[config.mk]
export PLATFORM = sky130hd
export DESIGN_NAME = gfa_top
export DESIGN_NICKNAME = d
export VERILOG_FILES = /design/src/gfa_cell.sv /design/src/gfa_top.sv
export SDC_FILE = /design/constraint.sdc
export NUM_CORES = 1
export LEC_CHECK = 0
export ABC_AREA = 0
export BUFFER_PORTS_ARGS = -buffer_cell sky130_fd_sc_hd__buf_4
export CAP_MARGIN = 25
export CELL_PAD_IN_SITES_DETAIL_PLACEMENT = 1
export CELL_PAD_IN_SITES_GLOBAL_PLACEMENT = 2
export CORE_MARGIN = 3
export CORE_UTILIZATION = 33
export CTS_BUF_LIST = sky130_fd_sc_hd__clkbuf_16
export DETAILED_ROUTE_END_ITERATION = 8
export HOLD_SLACK_MARGIN = 0.02
export PLACE_DENSITY_LB_ADDON = 0.1
export SLEW_MARGIN = 20
export SYNTH_ARGS = -nofsm -noshare
export SYNTH_HDL_FRONTEND = slang
export SYNTH_SLANG_ARGS = --single-unit
export TNS_END_PERCENT = 20
[constraint.sdc]
create_clock -name REF_CLK_I -period 4.1 [get_ports REF_CLK_I]
set_clock_uncertainty 0.15 [all_clocks]
set_input_delay 0.41 -clock REF_CLK_I [delete_from_list [all_inputs] [get_ports REF_CLK_I]]
set_output_delay 0.41 -clock REF_CLK_I [all_outputs]
set_load 0.01 [all_outputs]
[src/gfa_cell.sv]
`timescale 1ns/1ps

package gfa_pkg;
  // Datapath sizes
  localparam int OP_W      = 8;
  localparam int BIN_W_DEF = 4;
  localparam int ADDR_W    = 8;

  // Register byte offsets
  localparam logic [ADDR_W-1:0] OFF_CTRL    = 8'h00;
  localparam logic [ADDR_W-1:0] OFF_CMD     = 8'h04;
  localparam logic [ADDR_W-1:0] OFF_OPX     = 8'h08;
  localparam logic [ADDR_W-1:0] OFF_OPY     = 8'h0c;
  localparam logic [ADDR_W-1:0] OFF_RESULT  = 8'h10;
  localparam logic [ADDR_W-1:0] OFF_STATUS  = 8'h14;
  localparam logic [ADDR_W-1:0] OFF_CELLIN  = 8'h18;
  localparam logic [ADDR_W-1:0] OFF_CELLOUT = 8'h1c;

  // Control fields
  localparam int CTRL_W         = 4;
  localparam int CTRL_ADD_SUB   = 0;
  localparam int CTRL_CONV_X    = 1;
  localparam int CTRL_CONV_Y    = 2;
  localparam int CTRL_BCD_CARRY = 3;
  localparam logic [CTRL_W-1:0] CTRL_RST = 4'h0;

  // Command and status fields
  localparam int CMD_START_BIN = 0;
  localparam int CMD_START_BCD = 1;
  localparam int STAT_BUSY     = 0;
  localparam int STAT_DONE     = 1;
  localparam int STAT_CARRY    = 2;

  // Direct cell access fields
  localparam int CELLIN_W  = 9;
  localparam int CI_XA     = 0;
  localparam int CI_XB     = 1;
  localparam int CI_XCN    = 2;
  localparam int CI_XG     = 3;
  localparam int CI_YA     = 4;
  localparam int CI_YB     = 5;
  localparam int CI_YCN    = 6;
  localparam int CI_YG     = 7;
  localparam int CI_CARRY  = 8;
  localparam logic [CELLIN_W-1:0] CELLIN_RST = 9'h0cc;
  localparam int CO_SUM    = 0;
  localparam int CO_SUM_N  = 1;
  localparam int CO_CARRYN = 2;

  // BCD sequencing constants
  localparam logic [1:0] DIV4_INIT = 2'h3;
  localparam logic [3:0] NINE      = 4'h9;
  localparam logic [4:0] BCD_MAX   = 5'h09;
  localparam logic [4:0] BCD_ADJ   = 5'h06;

  // Bus answers
  localparam logic [1:0] RESP_OKAY   = 2'h0;
  localparam logic [1:0] RESP_SLVERR = 2'h2;

  typedef enum logic [2:0] {
    ST_IDLE = 3'b001,
    ST_BIN  = 3'b010,
    ST_BCD  = 3'b100
  } gfa_state_e;
endpackage

module gfa_cell (
  input  wire logic x_true_in_a_i,
  input  wire logic x_true_in_b_i,
  input  wire logic x_comp_n_i,
  input  wire logic x_gate_control_i,
  input  wire logic y_true_in_a_i,
  input  wire logic y_true_in_b_i,
  input  wire logic y_comp_n_i,
  input  wire logic y_gate_control_i,
  input  wire logic carry_input_i,
  output logic      sum_o,
  output logic      sum_n_o,
  output logic      carry_out_inverted_o
);
  logic x_eff;
  logic y_eff;
  logic enable;
  logic parity;

  // Open complement pin reads high, so it ORs away; true pins low leave it alone
  always_comb begin
    x_eff  = (x_true_in_a_i & x_true_in_b_i) | ~x_comp_n_i;
    y_eff  = (y_true_in_a_i & y_true_in_b_i) | ~y_comp_n_i;
    enable = x_gate_control_i & y_gate_control_i;
    parity = x_eff ^ y_eff ^ carry_input_i;
  end

  // Disabled bit drives every output low so it can clear a storage register
  always_comb begin
    sum_o                = enable & parity;
    sum_n_o              = enable & ~parity;
    carry_out_inverted_o = enable & ~((x_eff & y_eff) | (x_eff & carry_input_i)
                                      | (y_eff & carry_input_i));
  end
endmodule

[src/gfa_top.sv]
// Chosen here: the AXI4-Lite slave port and the register addresses.
`timescale 1ns/1ps

module gfa_top
  import gfa_pkg::*;
#(
  parameter int BIN_W = gfa_pkg::BIN_W_DEF
) (
  input  wire logic                      REF_CLK_I,
  input  wire logic                      SYS_RST_I,
  input  wire logic [gfa_pkg::ADDR_W-1:0] AXI_AWADDR_I,
  input  wire logic                      AXI_AWVALID_I,
  output logic                           AXI_AWREADY_O,
  input  wire logic [31:0]               AXI_WDATA_I,
  input  wire logic [3:0]                AXI_WSTRB_I,
  input  wire logic                      AXI_WVALID_I,
  output logic                           AXI_WREADY_O,
  output logic [1:0]                     AXI_BRESP_O,
  output logic                           AXI_BVALID_O,
  input  wire logic                      AXI_BREADY_I,
  input  wire logic [gfa_pkg::ADDR_W-1:0] AXI_ARADDR_I,
  input  wire logic                      AXI_ARVALID_I,
  output logic                           AXI_ARREADY_O,
  output logic [31:0]                    AXI_RDATA_O,
  output logic [1:0]                     AXI_RRESP_O,
  output logic                           AXI_RVALID_O,
  input  wire logic                      AXI_RREADY_I
);
  import gfa_pkg::*;

  localparam int BCD_D = OP_W / 4;

  // Bus slave state
  logic [ADDR_W-1:0] aw_addr, next_aw_addr;
  logic              aw_hold, next_aw_hold;
  logic [31:0]       w_data, next_w_data;
  logic [3:0]        w_strb, next_w_strb;
  logic              w_hold, next_w_hold;
  logic              next_awready, next_wready, next_bvalid, next_arready, next_rvalid;
  logic [1:0]        next_bresp, next_rresp;
  logic [31:0]       next_rdata;
  logic              wr_fire;
  logic [31:0]       wmask;

  // Software registers
  logic [CTRL_W-1:0]   ctrl, next_ctrl;
  logic [OP_W-1:0]     opx, next_opx;
  logic [OP_W-1:0]     opy, next_opy;
  logic [CELLIN_W-1:0] cell_in, next_cell_in;
  logic                start_bin, next_start_bin;
  logic                start_bcd, next_start_bcd;

  // Serial datapath state
  gfa_state_e      state, next_state;
  logic [OP_W-1:0] sx, next_sx;
  logic [OP_W-1:0] sy, next_sy;
  logic [OP_W-1:0] res, next_res;
  logic [3:0]      wx, next_wx;
  logic [3:0]      wy, next_wy;
  logic [3:0]      cnt, next_cnt;
  logic [1:0]      div4, next_div4;
  logic            carry, next_carry;
  logic            done, next_done;

  // Cell outputs
  logic       bin_sum, bin_co_n;
  logic       t_sum, t_sum_n, t_co_n;
  logic [3:0] dx, dy, ax, ay;
  logic [3:0] ch_cin, ch_sum, ch_co_n, ch_s, ch_sn;
  logic [4:0] bin5, adj_sum;
  logic       adj;

  // Serial binary bit cell: subtrahend inverted by the mode bit
  gfa_cell u_bin (
    .x_true_in_a_i        (sx[0]),
    .x_true_in_b_i        (1'b1),
    .x_comp_n_i           (1'b1),
    .x_gate_control_i     (1'b1),
    .y_true_in_a_i        (sy[0] ^ ctrl[CTRL_ADD_SUB]),
    .y_true_in_b_i        (1'b1),
    .y_comp_n_i           (1'b1),
    .y_gate_control_i     (1'b1),
    .carry_input_i        (carry),
    .sum_o                (bin_sum),
    .sum_n_o              (),
    .carry_out_inverted_o (bin_co_n)
  );

  // Software-driven cell for direct exercise of the gating
  gfa_cell u_test (
    .x_true_in_a_i        (cell_in[CI_XA]),
    .x_true_in_b_i        (cell_in[CI_XB]),
    .x_comp_n_i           (cell_in[CI_XCN]),
    .x_gate_control_i     (cell_in[CI_XG]),
    .y_true_in_a_i        (cell_in[CI_YA]),
    .y_true_in_b_i        (cell_in[CI_YB]),
    .y_comp_n_i           (cell_in[CI_YCN]),
    .y_gate_control_i     (cell_in[CI_YG]),
    .carry_input_i        (cell_in[CI_CARRY]),
    .sum_o                (t_sum),
    .sum_n_o              (t_sum_n),
    .carry_out_inverted_o (t_co_n)
  );

  // Digit assembly and nine's-complement converters (control low complements)
  always_comb begin
    dx = {sx[0], wx[3:1]};
    dy = {sy[0], wy[3:1]};
    ax = ctrl[CTRL_CONV_X] ? dx : NINE - dx;
    ay = ctrl[CTRL_CONV_Y] ? dy : NINE - dy;
  end

  // Four-bit ripple with alternating polarity saves an inverter per carry hop
  assign ch_cin = {ch_co_n[2:0], carry};
  for (genvar i = 0; i < 4; i++) begin : g_rip
    if (i % 2 == 0) begin : g_true
      gfa_cell u_c (
        .x_true_in_a_i        (ax[i]),
        .x_true_in_b_i        (1'b1),
        .x_comp_n_i           (1'b1),
        .x_gate_control_i     (1'b1),
        .y_true_in_a_i        (ay[i]),
        .y_true_in_b_i        (1'b1),
        .y_comp_n_i           (1'b1),
        .y_gate_control_i     (1'b1),
        .carry_input_i        (ch_cin[i]),
        .sum_o                (ch_s[i]),
        .sum_n_o              (ch_sn[i]),
        .carry_out_inverted_o (ch_co_n[i])
      );
      assign ch_sum[i] = ch_s[i];
    end else begin : g_comp
      gfa_cell u_c (
        .x_true_in_a_i        (1'b0),
        .x_true_in_b_i        (1'b0),
        .x_comp_n_i           (ax[i]),
        .x_gate_control_i     (1'b1),
        .y_true_in_a_i        (1'b0),
        .y_true_in_b_i        (1'b0),
        .y_comp_n_i           (ay[i]),
        .y_gate_control_i     (1'b1),
        .carry_input_i        (ch_cin[i]),
        .sum_o                (ch_s[i]),
        .sum_n_o              (ch_sn[i]),
        .carry_out_inverted_o (ch_co_n[i])
      );
      assign ch_sum[i] = ch_sn[i];
    end
  end

  // Decimal correction of the binary digit sum
  always_comb begin
    bin5    = {ch_co_n[3], ch_sum};
    adj     = bin5 > BCD_MAX;
    adj_sum = bin5 + BCD_ADJ;
  end

  // Write byte-lane mask
  always_comb begin
    for (int b = 0; b < 4; b++) begin
      wmask[8*b +: 8] = {8{w_strb[b]}};
    end
  end

  // Bus slave: address and data taken in either order, answer after both
  always_comb begin
    next_aw_hold = aw_hold;
    next_aw_addr = aw_addr;
    next_w_hold  = w_hold;
    next_w_data  = w_data;
    next_w_strb  = w_strb;
    next_bvalid  = AXI_BVALID_O;
    next_bresp   = AXI_BRESP_O;
    wr_fire      = aw_hold & w_hold & ~AXI_BVALID_O;
    if (AXI_AWVALID_I && AXI_AWREADY_O) begin
      next_aw_hold = 1'b1;
      next_aw_addr = AXI_AWADDR_I;
    end
    if (AXI_WVALID_I && AXI_WREADY_O) begin
      next_w_hold = 1'b1;
      next_w_data = AXI_WDATA_I;
      next_w_strb = AXI_WSTRB_I;
    end
    if (AXI_BVALID_O && AXI_BREADY_I) begin
      next_bvalid = 1'b0;
    end
    if (wr_fire) begin
      next_aw_hold = 1'b0;
      next_w_hold  = 1'b0;
      next_bvalid  = 1'b1;
      next_bresp   = (aw_addr[ADDR_W-1:5] == '0) ? RESP_OKAY : RESP_SLVERR;
    end
    next_awready = ~next_aw_hold & ~next_bvalid;
    next_wready  = ~next_w_hold & ~next_bvalid;
  end

  // Register writes; command bits make one-cycle start pulses
  always_comb begin
    next_ctrl      = ctrl;
    next_opx       = opx;
    next_opy       = opy;
    next_cell_in   = cell_in;
    next_start_bin = 1'b0;
    next_start_bcd = 1'b0;
    if (wr_fire) begin
      case (aw_addr)
        OFF_CTRL:   next_ctrl = (ctrl & ~wmask[CTRL_W-1:0])
                                | (w_data[CTRL_W-1:0] & wmask[CTRL_W-1:0]);
        OFF_OPX:    next_opx = (opx & ~wmask[OP_W-1:0]) | (w_data[OP_W-1:0] & wmask[OP_W-1:0]);
        OFF_OPY:    next_opy = (opy & ~wmask[OP_W-1:0]) | (w_data[OP_W-1:0] & wmask[OP_W-1:0]);
        OFF_CELLIN: next_cell_in = (cell_in & ~wmask[CELLIN_W-1:0])
                                   | (w_data[CELLIN_W-1:0] & wmask[CELLIN_W-1:0]);
        OFF_CMD: begin
          next_start_bin = w_strb[0] & w_data[CMD_START_BIN];
          next_start_bcd = w_strb[0] & w_data[CMD_START_BCD];
        end
        default: begin
        end
      endcase
    end
  end

  // Read channel: one request at a time, data registered
  always_comb begin
    next_rvalid = AXI_RVALID_O;
    next_rdata  = AXI_RDATA_O;
    next_rresp  = AXI_RRESP_O;
    if (AXI_RVALID_O && AXI_RREADY_I) begin
      next_rvalid = 1'b0;
    end
    if (AXI_ARVALID_I && AXI_ARREADY_O) begin
      next_rvalid = 1'b1;
      next_rresp  = (AXI_ARADDR_I[ADDR_W-1:5] == '0) ? RESP_OKAY : RESP_SLVERR;
      next_rdata  = 32'h0000_0000;
      case (AXI_ARADDR_I & 8'hfc)
        OFF_CTRL:    next_rdata[CTRL_W-1:0] = ctrl;
        OFF_OPX:     next_rdata[OP_W-1:0] = opx;
        OFF_OPY:     next_rdata[OP_W-1:0] = opy;
        OFF_RESULT:  next_rdata[OP_W-1:0] = res;
        OFF_STATUS: begin
          next_rdata[STAT_BUSY]  = (state != ST_IDLE);
          next_rdata[STAT_DONE]  = done;
          next_rdata[STAT_CARRY] = carry;
        end
        OFF_CELLIN:  next_rdata[CELLIN_W-1:0] = cell_in;
        OFF_CELLOUT: begin
          next_rdata[CO_SUM]    = t_sum;
          next_rdata[CO_SUM_N]  = t_sum_n;
          next_rdata[CO_CARRYN] = t_co_n;
        end
        default: begin
        end
      endcase
    end
    next_arready = ~next_rvalid;
  end

  // Serial sequencer; starts while busy are ignored
  always_comb begin
    next_state = state;
    next_sx    = sx;
    next_sy    = sy;
    next_res   = res;
    next_wx    = wx;
    next_wy    = wy;
    next_cnt   = cnt;
    next_div4  = div4;
    next_carry = carry;
    next_done  = done;
    case (state)
      ST_IDLE: begin
        if (start_bin) begin
          next_state = ST_BIN;
          next_sx    = opx;
          next_sy    = opy;
          next_res   = '0;
          next_cnt   = 4'(BIN_W);
          next_carry = ctrl[CTRL_ADD_SUB];
          next_done  = 1'b0;
        end else if (start_bcd) begin
          next_state = ST_BCD;
          next_sx    = opx;
          next_sy    = opy;
          next_res   = '0;
          next_wx    = 4'h0;
          next_wy    = 4'h0;
          next_cnt   = 4'(BCD_D);
          next_div4  = DIV4_INIT;
          next_carry = ctrl[CTRL_BCD_CARRY];
          next_done  = 1'b0;
        end
      end
      ST_BIN: begin
        // LSB first; sum enters at the top and walks toward bit 0
        next_sx             = sx >> 1;
        next_sy             = sy >> 1;
        next_res            = res >> 1;
        next_res[BIN_W-1]   = bin_sum;
        next_carry          = ~bin_co_n;
        next_cnt            = cnt - 4'h1;
        if (cnt == 4'h1) begin
          next_state = ST_IDLE;
          next_done  = 1'b1;
        end
      end
      ST_BCD: begin
        next_sx   = sx >> 1;
        next_sy   = sy >> 1;
        next_wx   = dx;
        next_wy   = dy;
        next_div4 = div4 - 2'h1;
        if (div4 == 2'h0) begin
          next_res   = {adj ? adj_sum[3:0] : bin5[3:0], res[OP_W-1:4]};
          next_carry = adj;
          next_cnt   = cnt - 4'h1;
          if (cnt == 4'h1) begin
            next_state = ST_IDLE;
            next_done  = 1'b1;
          end
        end
      end
      default: next_state = ST_IDLE;
    endcase
  end

  // Everything registers on the one system clock edge
  always_ff @(posedge REF_CLK_I) begin
    if (SYS_RST_I) begin
      aw_hold <= 1'b0;
      aw_addr <= '0;
      w_hold <= 1'b0;
      w_data <= 32'h0000_0000;
      w_strb <= 4'h0;
      AXI_AWREADY_O <= 1'b0;
      AXI_WREADY_O <= 1'b0;
      AXI_BVALID_O <= 1'b0;
      AXI_BRESP_O <= RESP_OKAY;
      AXI_ARREADY_O <= 1'b0;
      AXI_RVALID_O <= 1'b0;
      AXI_RDATA_O <= 32'h0000_0000;
      AXI_RRESP_O <= RESP_OKAY;
      ctrl <= CTRL_RST;
      opx <= '0;
      opy <= '0;
      cell_in <= CELLIN_RST;
      start_bin <= 1'b0;
      start_bcd <= 1'b0;
      state <= ST_IDLE;
      sx <= '0;
      sy <= '0;
      res <= '0;
      wx <= 4'h0;
      wy <= 4'h0;
      cnt <= 4'h0;
      div4 <= DIV4_INIT;
      carry <= 1'b0;
      done <= 1'b0;
    end else begin
      aw_hold <= next_aw_hold;
      aw_addr <= next_aw_addr;
      w_hold <= next_w_hold;
      w_data <= next_w_data;
      w_strb <= next_w_strb;
      AXI_AWREADY_O <= next_awready;
      AXI_WREADY_O <= next_wready;
      AXI_BVALID_O <= next_bvalid;
      AXI_BRESP_O <= next_bresp;
      AXI_ARREADY_O <= next_arready;
      AXI_RVALID_O <= next_rvalid;
      AXI_RDATA_O <= next_rdata;
      AXI_RRESP_O <= next_rresp;
      ctrl <= next_ctrl;
      opx <= next_opx;
      opy <= next_opy;
      cell_in <= next_cell_in;
      start_bin <= next_start_bin;
      start_bcd <= next_start_bcd;
      state <= next_state;
      sx <= next_sx;
      sy <= next_sy;
      res <= next_res;
      wx <= next_wx;
      wy <= next_wy;
      cnt <= next_cnt;
      div4 <= next_div4;
      carry <= next_carry;
      done <= next_done;
    end
  end

  // Checks on the test cell, ripple chain and sequencer
  property p_cell_sum;
    @(posedge REF_CLK_I) disable iff (SYS_RST_I)
      (cell_in[CI_XG] && cell_in[CI_YG]) |-> (t_sum == (((cell_in[CI_XA] & cell_in[CI_XB])
      | ~cell_in[CI_XCN]) ^ ((cell_in[CI_YA] & cell_in[CI_YB]) | ~cell_in[CI_YCN])
      ^ cell_in[CI_CARRY])) && (t_sum_n == ~t_sum);
  endproperty
  a_cell_sum: assert property (p_cell_sum) else $error("cell sum wrong");
  property p_cell_carry;
    @(posedge REF_CLK_I) disable iff (SYS_RST_I)
      (cell_in[CI_XG] && cell_in[CI_YG] && !cell_in[CI_XCN] && !cell_in[CI_YCN])
      |-> !t_co_n;
  endproperty
  a_cell_carry: assert property (p_cell_carry) else $error("carry out not low");
  property p_cell_gate;
    @(posedge REF_CLK_I) disable iff (SYS_RST_I)
      !(cell_in[CI_XG] && cell_in[CI_YG]) |-> !(t_sum || t_sum_n || t_co_n);
  endproperty
  a_cell_gate: assert property (p_cell_gate) else $error("disabled cell drives");
  property p_cell_block;
    @(posedge REF_CLK_I) disable iff (SYS_RST_I)
      (cell_in[CI_XG] && cell_in[CI_YG] && cell_in[CI_XCN] && cell_in[CI_YCN]
       && !cell_in[CI_XB] && !cell_in[CI_YB] && !cell_in[CI_CARRY]) |-> !t_sum;
  endproperty
  a_cell_block: assert property (p_cell_block) else $error("blocked sum not zero");
  property p_cell_pass;
    @(posedge REF_CLK_I) disable iff (SYS_RST_I)
      (cell_in[CI_XG] && cell_in[CI_YG] && cell_in[CI_XCN] && cell_in[CI_YCN]
       && cell_in[CI_XB] && cell_in[CI_YB])
      |-> t_sum == (cell_in[CI_XA] ^ cell_in[CI_YA] ^ cell_in[CI_CARRY]);
  endproperty
  a_cell_pass: assert property (p_cell_pass) else $error("true inputs not passed");
  property p_ripple;
    @(posedge REF_CLK_I) disable iff (SYS_RST_I)
      (state == ST_BCD) |-> bin5 == (5'(ax) + 5'(ay) + 5'(carry));
  endproperty
  a_ripple: assert property (p_ripple) else $error("ripple chain sum wrong");
  property p_bin_len;
    @(posedge REF_CLK_I) disable iff (SYS_RST_I)
      (state == ST_IDLE && start_bin) |=> (state == ST_BIN)[*4] ##1 (state == ST_IDLE && done);
  endproperty
  a_bin_len: assert property (p_bin_len) else $error("serial result late");
  property p_bin_init;
    @(posedge REF_CLK_I) disable iff (SYS_RST_I)
      (state == ST_IDLE && start_bin) |=> carry == $past(ctrl[CTRL_ADD_SUB]);
  endproperty
  a_bin_init: assert property (p_bin_init) else $error("carry not set by mode");
  property p_div4_init;
    @(posedge REF_CLK_I) disable iff (SYS_RST_I)
      (state == ST_IDLE && !start_bin && start_bcd) |=> div4 == DIV4_INIT ##3 div4 == 2'h0;
  endproperty
  a_div4_init: assert property (p_div4_init) else $error("counter not started at ones");
  property p_bcd_carry;
    @(posedge REF_CLK_I) disable iff (SYS_RST_I)
      (state == ST_BCD && div4 != 2'h0) |=> $stable(carry);
  endproperty
  a_bcd_carry: assert property (p_bcd_carry) else $error("carry moved off quarter rate");
  property p_bcd_load;
    @(posedge REF_CLK_I) disable iff (SYS_RST_I)
      (state == ST_BCD && div4 != 2'h0) |=> $stable(res);
  endproperty
  a_bcd_load: assert property (p_bcd_load) else $error("result loaded between digits");
endmodule

==> results of run 1 <==
area by class of cell:
class                   count  area share (%)
repair buffers             52           6.756
inverters                  17           1.083
clock inverters             7           1.147
well taps                 211           4.483
flip-flops and latches    109           37.05
multi-input cells         430           45.66
clock buffers               9           3.824
worst max-delay path, delay by kind of cell, from the launching register on:
kind,cells,cell delay (ps)
compound gates,2,920
xor+xnor,1,130
fa+ha+maj,4,1370
buf+inv,3,200
flops,1,450
mux,1,180
simple gates,1,90
final timing paths:
kind | start | end | slack (ps) | depth (start not counted)
max | flip-flop | res[6]$_SDFFE_PP0P_ | 470 | 12
min | AXI_AWADDR_I[5] | aw_addr[5]$_SDFFE_PP0P_ | 150 | 3
max reg2reg | flip-flop | res[6]$_SDFFE_PP0P_ | 470 | 12
min reg2reg | w_hold$_SDFF_PP0_ | AXI_WREADY_O$_SDFF_PP0_ | 310 | 1
power breakdown:
group	internal (mW)	leakage, nW	switching [mW]
Combinational	0.0430	1.09	0.0709
Sequential	1.07	0.882	0.0156
Clock	0.471	0.146	0.400
layout by cell type, fill, tap and decap left out, types with 3 or more instances in the layout:
cell type  netlist  routed
dfxtp_1        109     109
nand2_1         74      74
nor2_1          68      68
buf_4           26      51
a21oi_1         47      46
mux2i_1         35      35
conb_1           1      25
inv_1           17      18
a211oi_1        18      18
nor3_1          16      16
a22oi_1         16      16
a221oi_1        10      10
o21ai_0         10      10
nor2b_1          9       9
clkbuf_16        0       9
xnor2_1          7       7
nand2b_1         7       7
and2_1           7       7
ha_1             7       7
nand3_1          6       6
fa_1             6       6
a22o_1           5       5
nor3b_1          4       4
a21boi_0         3       3
or2_2            3       3
and3b_1          3       3
nor4_1           3       3
or3_1            3       3
clkinv_4         0       3
metal layers:
| metal | track usage, % | routed length, um |
|---|---|---|
| met5 | 0 | 0 |
| met4 | 4.235 | 189 |
| met2 | 28.58 | 6894 |
| met1 | 21.48 | 6169 |
| met3 | 3.171 | 371 |
logic make-up after synthesis:
logic type / after synthesis / synth area share, %
AOI/OAI and AO/OA: 130 / 17.10
xor gates and xnor gates: 7 / 1.190
adders and majority gates: 13 / 4.032
buffers and inverters: 72 / 7.336
DFF: 109 / 42.36
muxes: 37 / 7.238
other: 1 / 0.07280
and+or+nand+nor: 218 / 20.67
==> impl_metrics.yaml, run 1 <==
run_status:
  status: "completed"
power_and_ir_drop:
  power_mw: 2.075
  ir_drop_v: 0.0001946
  p_per_area_mw_per_mm2: 352.3
  p_leak_nw: 2.120
clock_network:
  numClockSinks: 109
  cts_buffer_depth: 2
  clk_pin_slew_ps: 70
  root_buffer: "clkbuf_16"
  cts_tree: "built"
  clk_latency_ps: 350
  htreeDepth: 3
  post_cts_buffers: 0
  numCtsBuffers: 9
  cts_hold_repair.buffers: 0
  cts_resized: 0
setup_path:
  critPathMaxStageDelay_ps: 590
  worstPathCellList: "xnor2_1 -> fa_1 -> inv_1 -> fa_1 -> inv_1 -> fa_1 -> inv_1 -> fa_1 -> a221oi_1 -> mux2i_1 -> a221oi_1 -> nor3_1"
  cp_common_cell: "fa_1"
  critPathArrivalTime_ps: 3690
  cp_slowest_cell: "a221oi_1"
  path_max_fanout: 5
  critPathKind: "flip-flop to flip-flop"
  cp.required_ps: 4150
  crit_path_end_kind: "flip-flop"
  start_kind: "flip-flop"
yosys:
  syn_avg_cell_area_um2: 8.775
  seq_area_frac_synth_pct: 42.36
  synthDistinctLibCells: 59
  synth_flop_cell: "dfxtp_1"
  ys_top_cells_by_count: "dfxtp_1, nand2_1, nor2_1, a21oi_1, mux2i_1"
  yosysTopAreaCell: "dfxtp_1"
  ys_ff_latch: 109
  netlist_instances: 587
  synth_edf_count: 0
  ys_warn_count: 0
  netlist.area_leader.share_pct: 42.36
  synth_most_common_cell: "dfxtp_1"
  yosys-top-cells-area: "dfxtp_1, mux2i_1, nand2_1, nor2_1, a21oi_1"
  syn_area_mm2: 0.005151
  synthArstFlopShare_pct: 0
timing:
  hold_viol_final: 0
  post-route-period-util_pct: 88.58
  whs_ps: 153.4
  slew_viol_final: 0
  rsz0062_at_grt: "false"
  finalWorstSetupSlack_ps: 468.4
  fin_crit_ps: 3632
  slew_headroom_pct: 50.69
  fin_setup_tns_ps: 0
  finalSetupViolCount: 0
  tightest_slew_ps: 739.7
  max_freq_ghz: 0.2754
finish:
  nets: 691
  fin_util_pct: 38.60
  diodes: 0
  multi_input_area_mm2: 0.002689
  layout-drive-gt1-share_pct: 13.30
  regArea_mm2: 0.002182
  syn_to_final_growth_pct: 14.33
  fillerInstances: 1810
  stdcell_area_mm2: 0.005889
  finalNonFillerCells: 835
die:
  fp.dieW_um: 130.9
  core_area_mm2: 0.01526
  initial_core_util_pct: 33.76
  boundaryPins: 100
  die_area_mm2: 0.01715
  num_rows: 45
  die_h_um: 130.9
place:
  io_buffer_count: 47
  postPlaceCellArea_mm2: 0.005597
  pre_cts_ws_ps: 448.5
  gp_congestion: 0.8008
  place_hpwl_mm: 10.12
  placedCellCount: 819
global_route:
  grt_pass1_wl_mm: 22.24
  antenna_found_initial: 0
  grt_pass1_vias: 4169
  grt_overflow_total: 0
  grt_max_degree: 67
  grt_usage_pct: 16.64
worst_hold_path:
  worstHoldPathType: "input pin to flip-flop"
routing:
  drc: 0
  drtPass1Iterations: 4
  num_vias: 4148
  drt-initial-drc-count: 218
  wl_per_cell_um: 16.32
  viasPerCell: 4.968
  drt_wl_total_mm: 13.62
  ant_nets: 0
job:
  maxCapViolations: 0
No activity file was read; power rests on OpenSTA's default activity.
==> run 2: changes to the inputs <==
Settings changed: PLACE_DENSITY_LB_ADDON 0.1 to 0.25.
==> run 2 against run 1 <==
Net effect: sequential cell count is the same; total power down 1.6%; first-iteration DRC count down 27%; sequential share of layout area rose by 0.12 points; non-clock buffer count stayed put; maximum frequency decreased by 0.83%; final cell count did not move; clock-buffer cell count did not move; critical path depth grew 1; design area shrank 0.32%; critical endpoint unchanged; largest cell class unchanged; highest routed layer unchanged.
==> impl_metrics.yaml, run 2 (synthesis results as in run 1) <==
run_status:
  status: "completed"
timing:
  hold_viol_final: 0
  slew_headroom_pct: 48.63
  fin_setup_tns_ps: 0
  post-route-period-util_pct: 89.31
  finalWorstSetupSlack_ps: 438.1
  fin_crit_ps: 3662
  max_freq_ghz: 0.2731
  tightest_slew_ps: 770.6
  slew_viol_final: 0
  whs_ps: 137.3
  rsz0062_at_grt: "false"
  finalSetupViolCount: 0
clock_network:
  cts_hold_repair.buffers: 0
  cts_tree: "built"
  root_buffer: "clkbuf_16"
  numClockSinks: 109
  htreeDepth: 3
  numCtsBuffers: 9
  cts_buffer_depth: 2
  clk_pin_slew_ps: 70
  clk_latency_ps: 360
  post_cts_buffers: 0
  cts_resized: 0
die:
  num_rows: 45
  die_area_mm2: 0.01715
  core_area_mm2: 0.01526
  die_h_um: 130.9
  initial_core_util_pct: 33.76
  boundaryPins: 100
  fp.dieW_um: 130.9
finish:
  layout_commonest_cell: "dfxtp_1"
  fin_util_pct: 38.47
  layout-drive-gt1-share_pct: 13.30
  multi_input_area_mm2: 0.002689
  most-common-layout-cells: "dfxtp_1, nand2_1, nor2_1"
  syn_to_final_growth_pct: 13.97
  regArea_mm2: 0.002182
  diodes: 0
  fillerInstances: 1782
  nets: 691
setup_path:
  start_kind: "flip-flop"
  path_max_fanout: 5
  cp.required_ps: 4160
  crit_path_end_kind: "flip-flop"
  critPathKind: "flip-flop to flip-flop"
  critPathArrivalTime_ps: 3720
place:
  place_hpwl_mm: 10.01
  io_buffer_count: 47
  gp_congestion: 0.7810
  pre_cts_ws_ps: 437.4
power_and_ir_drop:
  seqPwrFrac_pct: 53.4
  internal_power_mw: 1.533
  ir_drop_v: 0.0001968
  p_per_area_mw_per_mm2: 347.6
  p_sw_share_pct: 24.88
  p_leak_nw: 2.109
  power_mw: 2.041
  power_frac_comb_pct: 5.6
  p_clk_share_pct: 41.0
  p_switching_uw: 507.8
global_route:
  grt_max_degree: 70
  antenna_found_initial: 0
  grt_overflow_total: 0
  grt_usage_pct: 16.52
  grt_pass1_wl_mm: 22.13
  grt_pass1_vias: 4307
routing:
  drtPass1Iterations: 4
  ant_nets: 0
  drt-initial-drc-count: 160
  num_vias: 4213
  wl_per_cell_um: 16.10
  drt_wl_total_mm: 13.45
  viasPerCell: 5.046
  drc: 0
worst_hold_path:
  worstHoldPathType: "input pin to flip-flop"
job:
  maxCapViolations: 0
-- run 2: changes by cell type in the layout (fill, tap and decap cells not counted) --
cell / delta
bufinv_16: -1
clkinv_1: +1
clkinv_4: -2
inv_1: -1
inv_6: +2
inv_8: +1
-- run 2: layout make-up --
class                           instances  area share (%)
Clock buffer                            9           3.836
Multi-Input combinational cell        430           45.80
Inverter                               17           1.087
Timing Repair Buffer                   52           6.778
Sequential cell                       109           37.17
Tap cell                              211           4.497
Clock inverter                          7          0.8312
-- run 2: power by group through the flow --
stage / clock network (mW) / logic, mW / registers [mW]
final: 0.837 / 0.114 / 1.09
after global routing: 0.911 / 0.128 / 1.09
after detailed placement: 0 / 0.115 / 1.11
after CTS: 0.863 / 0.115 / 1.09
after global placement: 0 / 0.113 / 1.11
after floorplan: 0 / 0.0836 / 1.11
-- run 2: stage by stage --
step | area [um2] | cells
CTS | 5871 | 835
finish | 5871 | 835
global placement | 5582 | 818
detailed placement | 5597 | 819
global route | 5871 | 835
floorplan | 5241 | 611
-- run 2: per-layer routing --
layer,vias to the layer above,wire length (um),track usage (%)
met5,-,0,0
met4,0,160,5.021
met3,11,450,3.943
met2,53,6805,27.60
met1,2061,6028,21.15
li1,2088,-,-
-- run 2: worst paths after layout --
kind | cells past startpoint | from | slack [ps] | endpoint
max | 13 | flip-flop | 440 | res[6]$_SDFFE_PP0P_
min | 3 | AXI_AWADDR_I[7] | 140 | aw_addr[7]$_SDFFE_PP0P_
max reg2reg | 13 | flip-flop | 440 | res[6]$_SDFFE_PP0P_
min reg2reg | 2 | w_data[8]$_SDFFE_PP0P_ | 310 | w_data[8]$_SDFFE_PP0P_
-- run 2: worst max-delay path: stages (launching register included) --
cell and delay, ps:
dfxtp_1 450, xnor2_1 140, fa_1 400, inv_1 80, fa_1 160, inv_1 50
fa_1 490, inv_1 80, ha_1 230, and2_1 150, a221oi_1 570, mux2i_1 170
a221oi_1 320, nor3_1 90
==> run 3: changes to the inputs <==
Settings changed: CAP_MARGIN 25 to not set, CORE_UTILIZATION 33 to 34, SYNTH_HIERARCHICAL set to 1.
==> run 3 against run 2 <==
Net effect: routed wire length up 9.7%; hold slack gained 8.8 ps; final cell count increased by 8.9%; sequential share of layout area down 2.7 points; setup slack got worse by 160 ps; sequential power about the same; synthesized area is 6.9% higher; first-iteration DRC count rose by 13%; core utilization up 2.3 points.
==> impl_metrics.yaml, run 3 <==
timing:
  fin_setup_tns_ps: 0
  whs_ps: 146.1
  hold_viol_final: 0
  tightest_slew_ps: 1086
  fin_crit_ps: 3820
  finalSetupViolCount: 0
  post-route-period-util_pct: 93.18
  slew_headroom_pct: 27.62
  max_freq_ghz: 0.2618
  rsz0062_at_grt: "false"
  slew_viol_final: 0
yosys:
  syn_avg_cell_area_um2: 8.766
  syn_area_mm2: 0.005505
  ys_warn_count: 6
  netlist_instances: 628
worst_hold_path:
  worstHoldPathType: "input pin to flip-flop"
routing:
  drc: 0
  num_vias: 4597
  drt-initial-drc-count: 180
  viasPerCell: 5.057
  ant_nets: 0
  drt_wl_total_mm: 14.75
  wl_per_cell_um: 16.23
  drtPass1Iterations: 4
die:
  core_area_mm2: 0.01554
  fp.dieW_um: 133.2
  num_rows: 45
  boundaryPins: 100
  die_h_um: 133.2
  die_area_mm2: 0.01775
  initial_core_util_pct: 35.43
finish:
  most-common-layout-cells: "dfxtp_1, nand2_1, nor2_1"
  diodes: 0
  syn_to_final_growth_pct: 15.00
  layout_commonest_cell: "dfxtp_1"
  nets: 764
  layout-drive-gt1-share_pct: 12.75
  stdcell_area_mm2: 0.006331
setup_path:
  crit_end: "res[7]$_SDFFE_PP0P_"
  critPathKind: "flip-flop to flip-flop"
  critPathArrivalTime_ps: 3950
  cp.required_ps: 4230
  path_max_fanout: 5
  crit_path_end_kind: "flip-flop"
  start_kind: "flip-flop"
  r2r-start: "wy[1]$_SDFFE_PP0P_"
  critPathLaunch: "wy[1]$_SDFFE_PP0P_"
  r2r_slack_ps: 280
  r2r-end: "res[7]$_SDFFE_PP0P_"
  r2r_cells: 17
global_route:
  grt_usage_pct: 16.63
  antenna_found_initial: 0
  grt_overflow_total: 0
  grt_pass1_wl_mm: 23.75
  grt_max_degree: 72
  grt_pass1_vias: 4501
power_and_ir_drop:
  power_frac_comb_pct: 7.4
  p_sw_share_pct: 26.15
  p_per_area_mw_per_mm2: 333.8
  internal_power_mw: 1.561
  p_switching_uw: 552.6
  seqPwrFrac_pct: 51.5
  ir_drop_v: 0.0002121
  p_leak_nw: 2.646
  p_clk_share_pct: 41.1
clock_network:
  clk_latency_ps: 360
  htreeDepth: 3
  cts_tree: "built"
  numClockSinks: 109
  clk_pin_slew_ps: 80
  root_buffer: "clkbuf_16"
  cts_buffer_depth: 2
  numCtsBuffers: 9
place:
  postPlaceCellArea_mm2: 0.006033
  place_hpwl_mm: 10.86
  io_buffer_count: 47
  gp_congestion: 0.8559
job:
  maxCapViolations: 0
run_status:
  status: "completed"
-- run 3: what timing repair did --
item / in CTS / in global routing
hold buffers: 0 / 0
endpoints found under the setup margin: 0 / 2
resized for setup: 0 / 1
buffers inserted: 0 / 0
-- run 3: cell type report --
class,count,area (um2)
clock buffer,9,225.2
inverter,21,78.83
fill,1871,9209
tap,211,264.0
multi-input combinational,501,3132
clock inverter,7,66.31
timing repair buffer,51,382.9
sequential,109,2182
-- run 3: power by group through the flow --
stage / Clock, mW / Sequential [mW] / Combinational [mW]
finish: 0.868 / 1.09 / 0.157
detailed placement: 0 / 1.11 / 0.156
floorplan: 0 / 1.11 / 0.117
CTS: 0.897 / 1.09 / 0.156
global placement: 0 / 1.11 / 0.151
global route: 0.938 / 1.09 / 0.175
-- run 3: per-stage QoR --
stage	total power [mW]	worst slack (ps)	std cells	util [%]
global placement	1.264	306.0	893	38.82
finish	2.114	279.6	909	40.74
floorplan	1.228	544.6	691	-
detailed placement	1.270	92.88	893	38.82
global route	2.205	49.29	909	40.74
CTS	2.142	68.58	909	40.70
-- run 3: worst min path at each step --
stage | start | depth (start not counted) | endpoint
after global routing | AXI_WDATA_I[4] | 3 | w_data[4]$_SDFFE_PP0P_
after CTS | AXI_WDATA_I[4] | 3 | w_data[4]$_SDFFE_PP0P_
after global placement | aw_addr[1]$_SDFFE_PP0P_ | 2 | aw_addr[1]$_SDFFE_PP0P_
final | AXI_WSTRB_I[1] | 3 | w_strb[1]$_SDFFE_PP0P_
after detailed placement | aw_addr[1]$_SDFFE_PP0P_ | 2 | aw_addr[1]$_SDFFE_PP0P_
after floorplan | w_strb[1]$_SDFFE_PP0P_ | 2 | w_strb[1]$_SDFFE_PP0P_
-- run 3: worst max-delay path: stages (launching register included) --
cell and delay, ps:
dfxtp_1 330, xnor2_1 130, a21boi_1 190, fa_1 190, and3_1 140, inv_1 60
fa_1 410, and3_1 150, inv_1 70, fa_1 170, and3_1 140, inv_1 60
fa_1 420, and3_1 220, nor4b_2 440, nor2_1 80, a211o_1 290, a21oi_1 110
-- run 3: per-layer routing --
layer / track usage, % / share of wire [%]
met5: 0 / 0
met4: 4.000 / 0.72
met3: 3.361 / 3.4
met2: 26.58 / 47
met1: 23.15 / 49
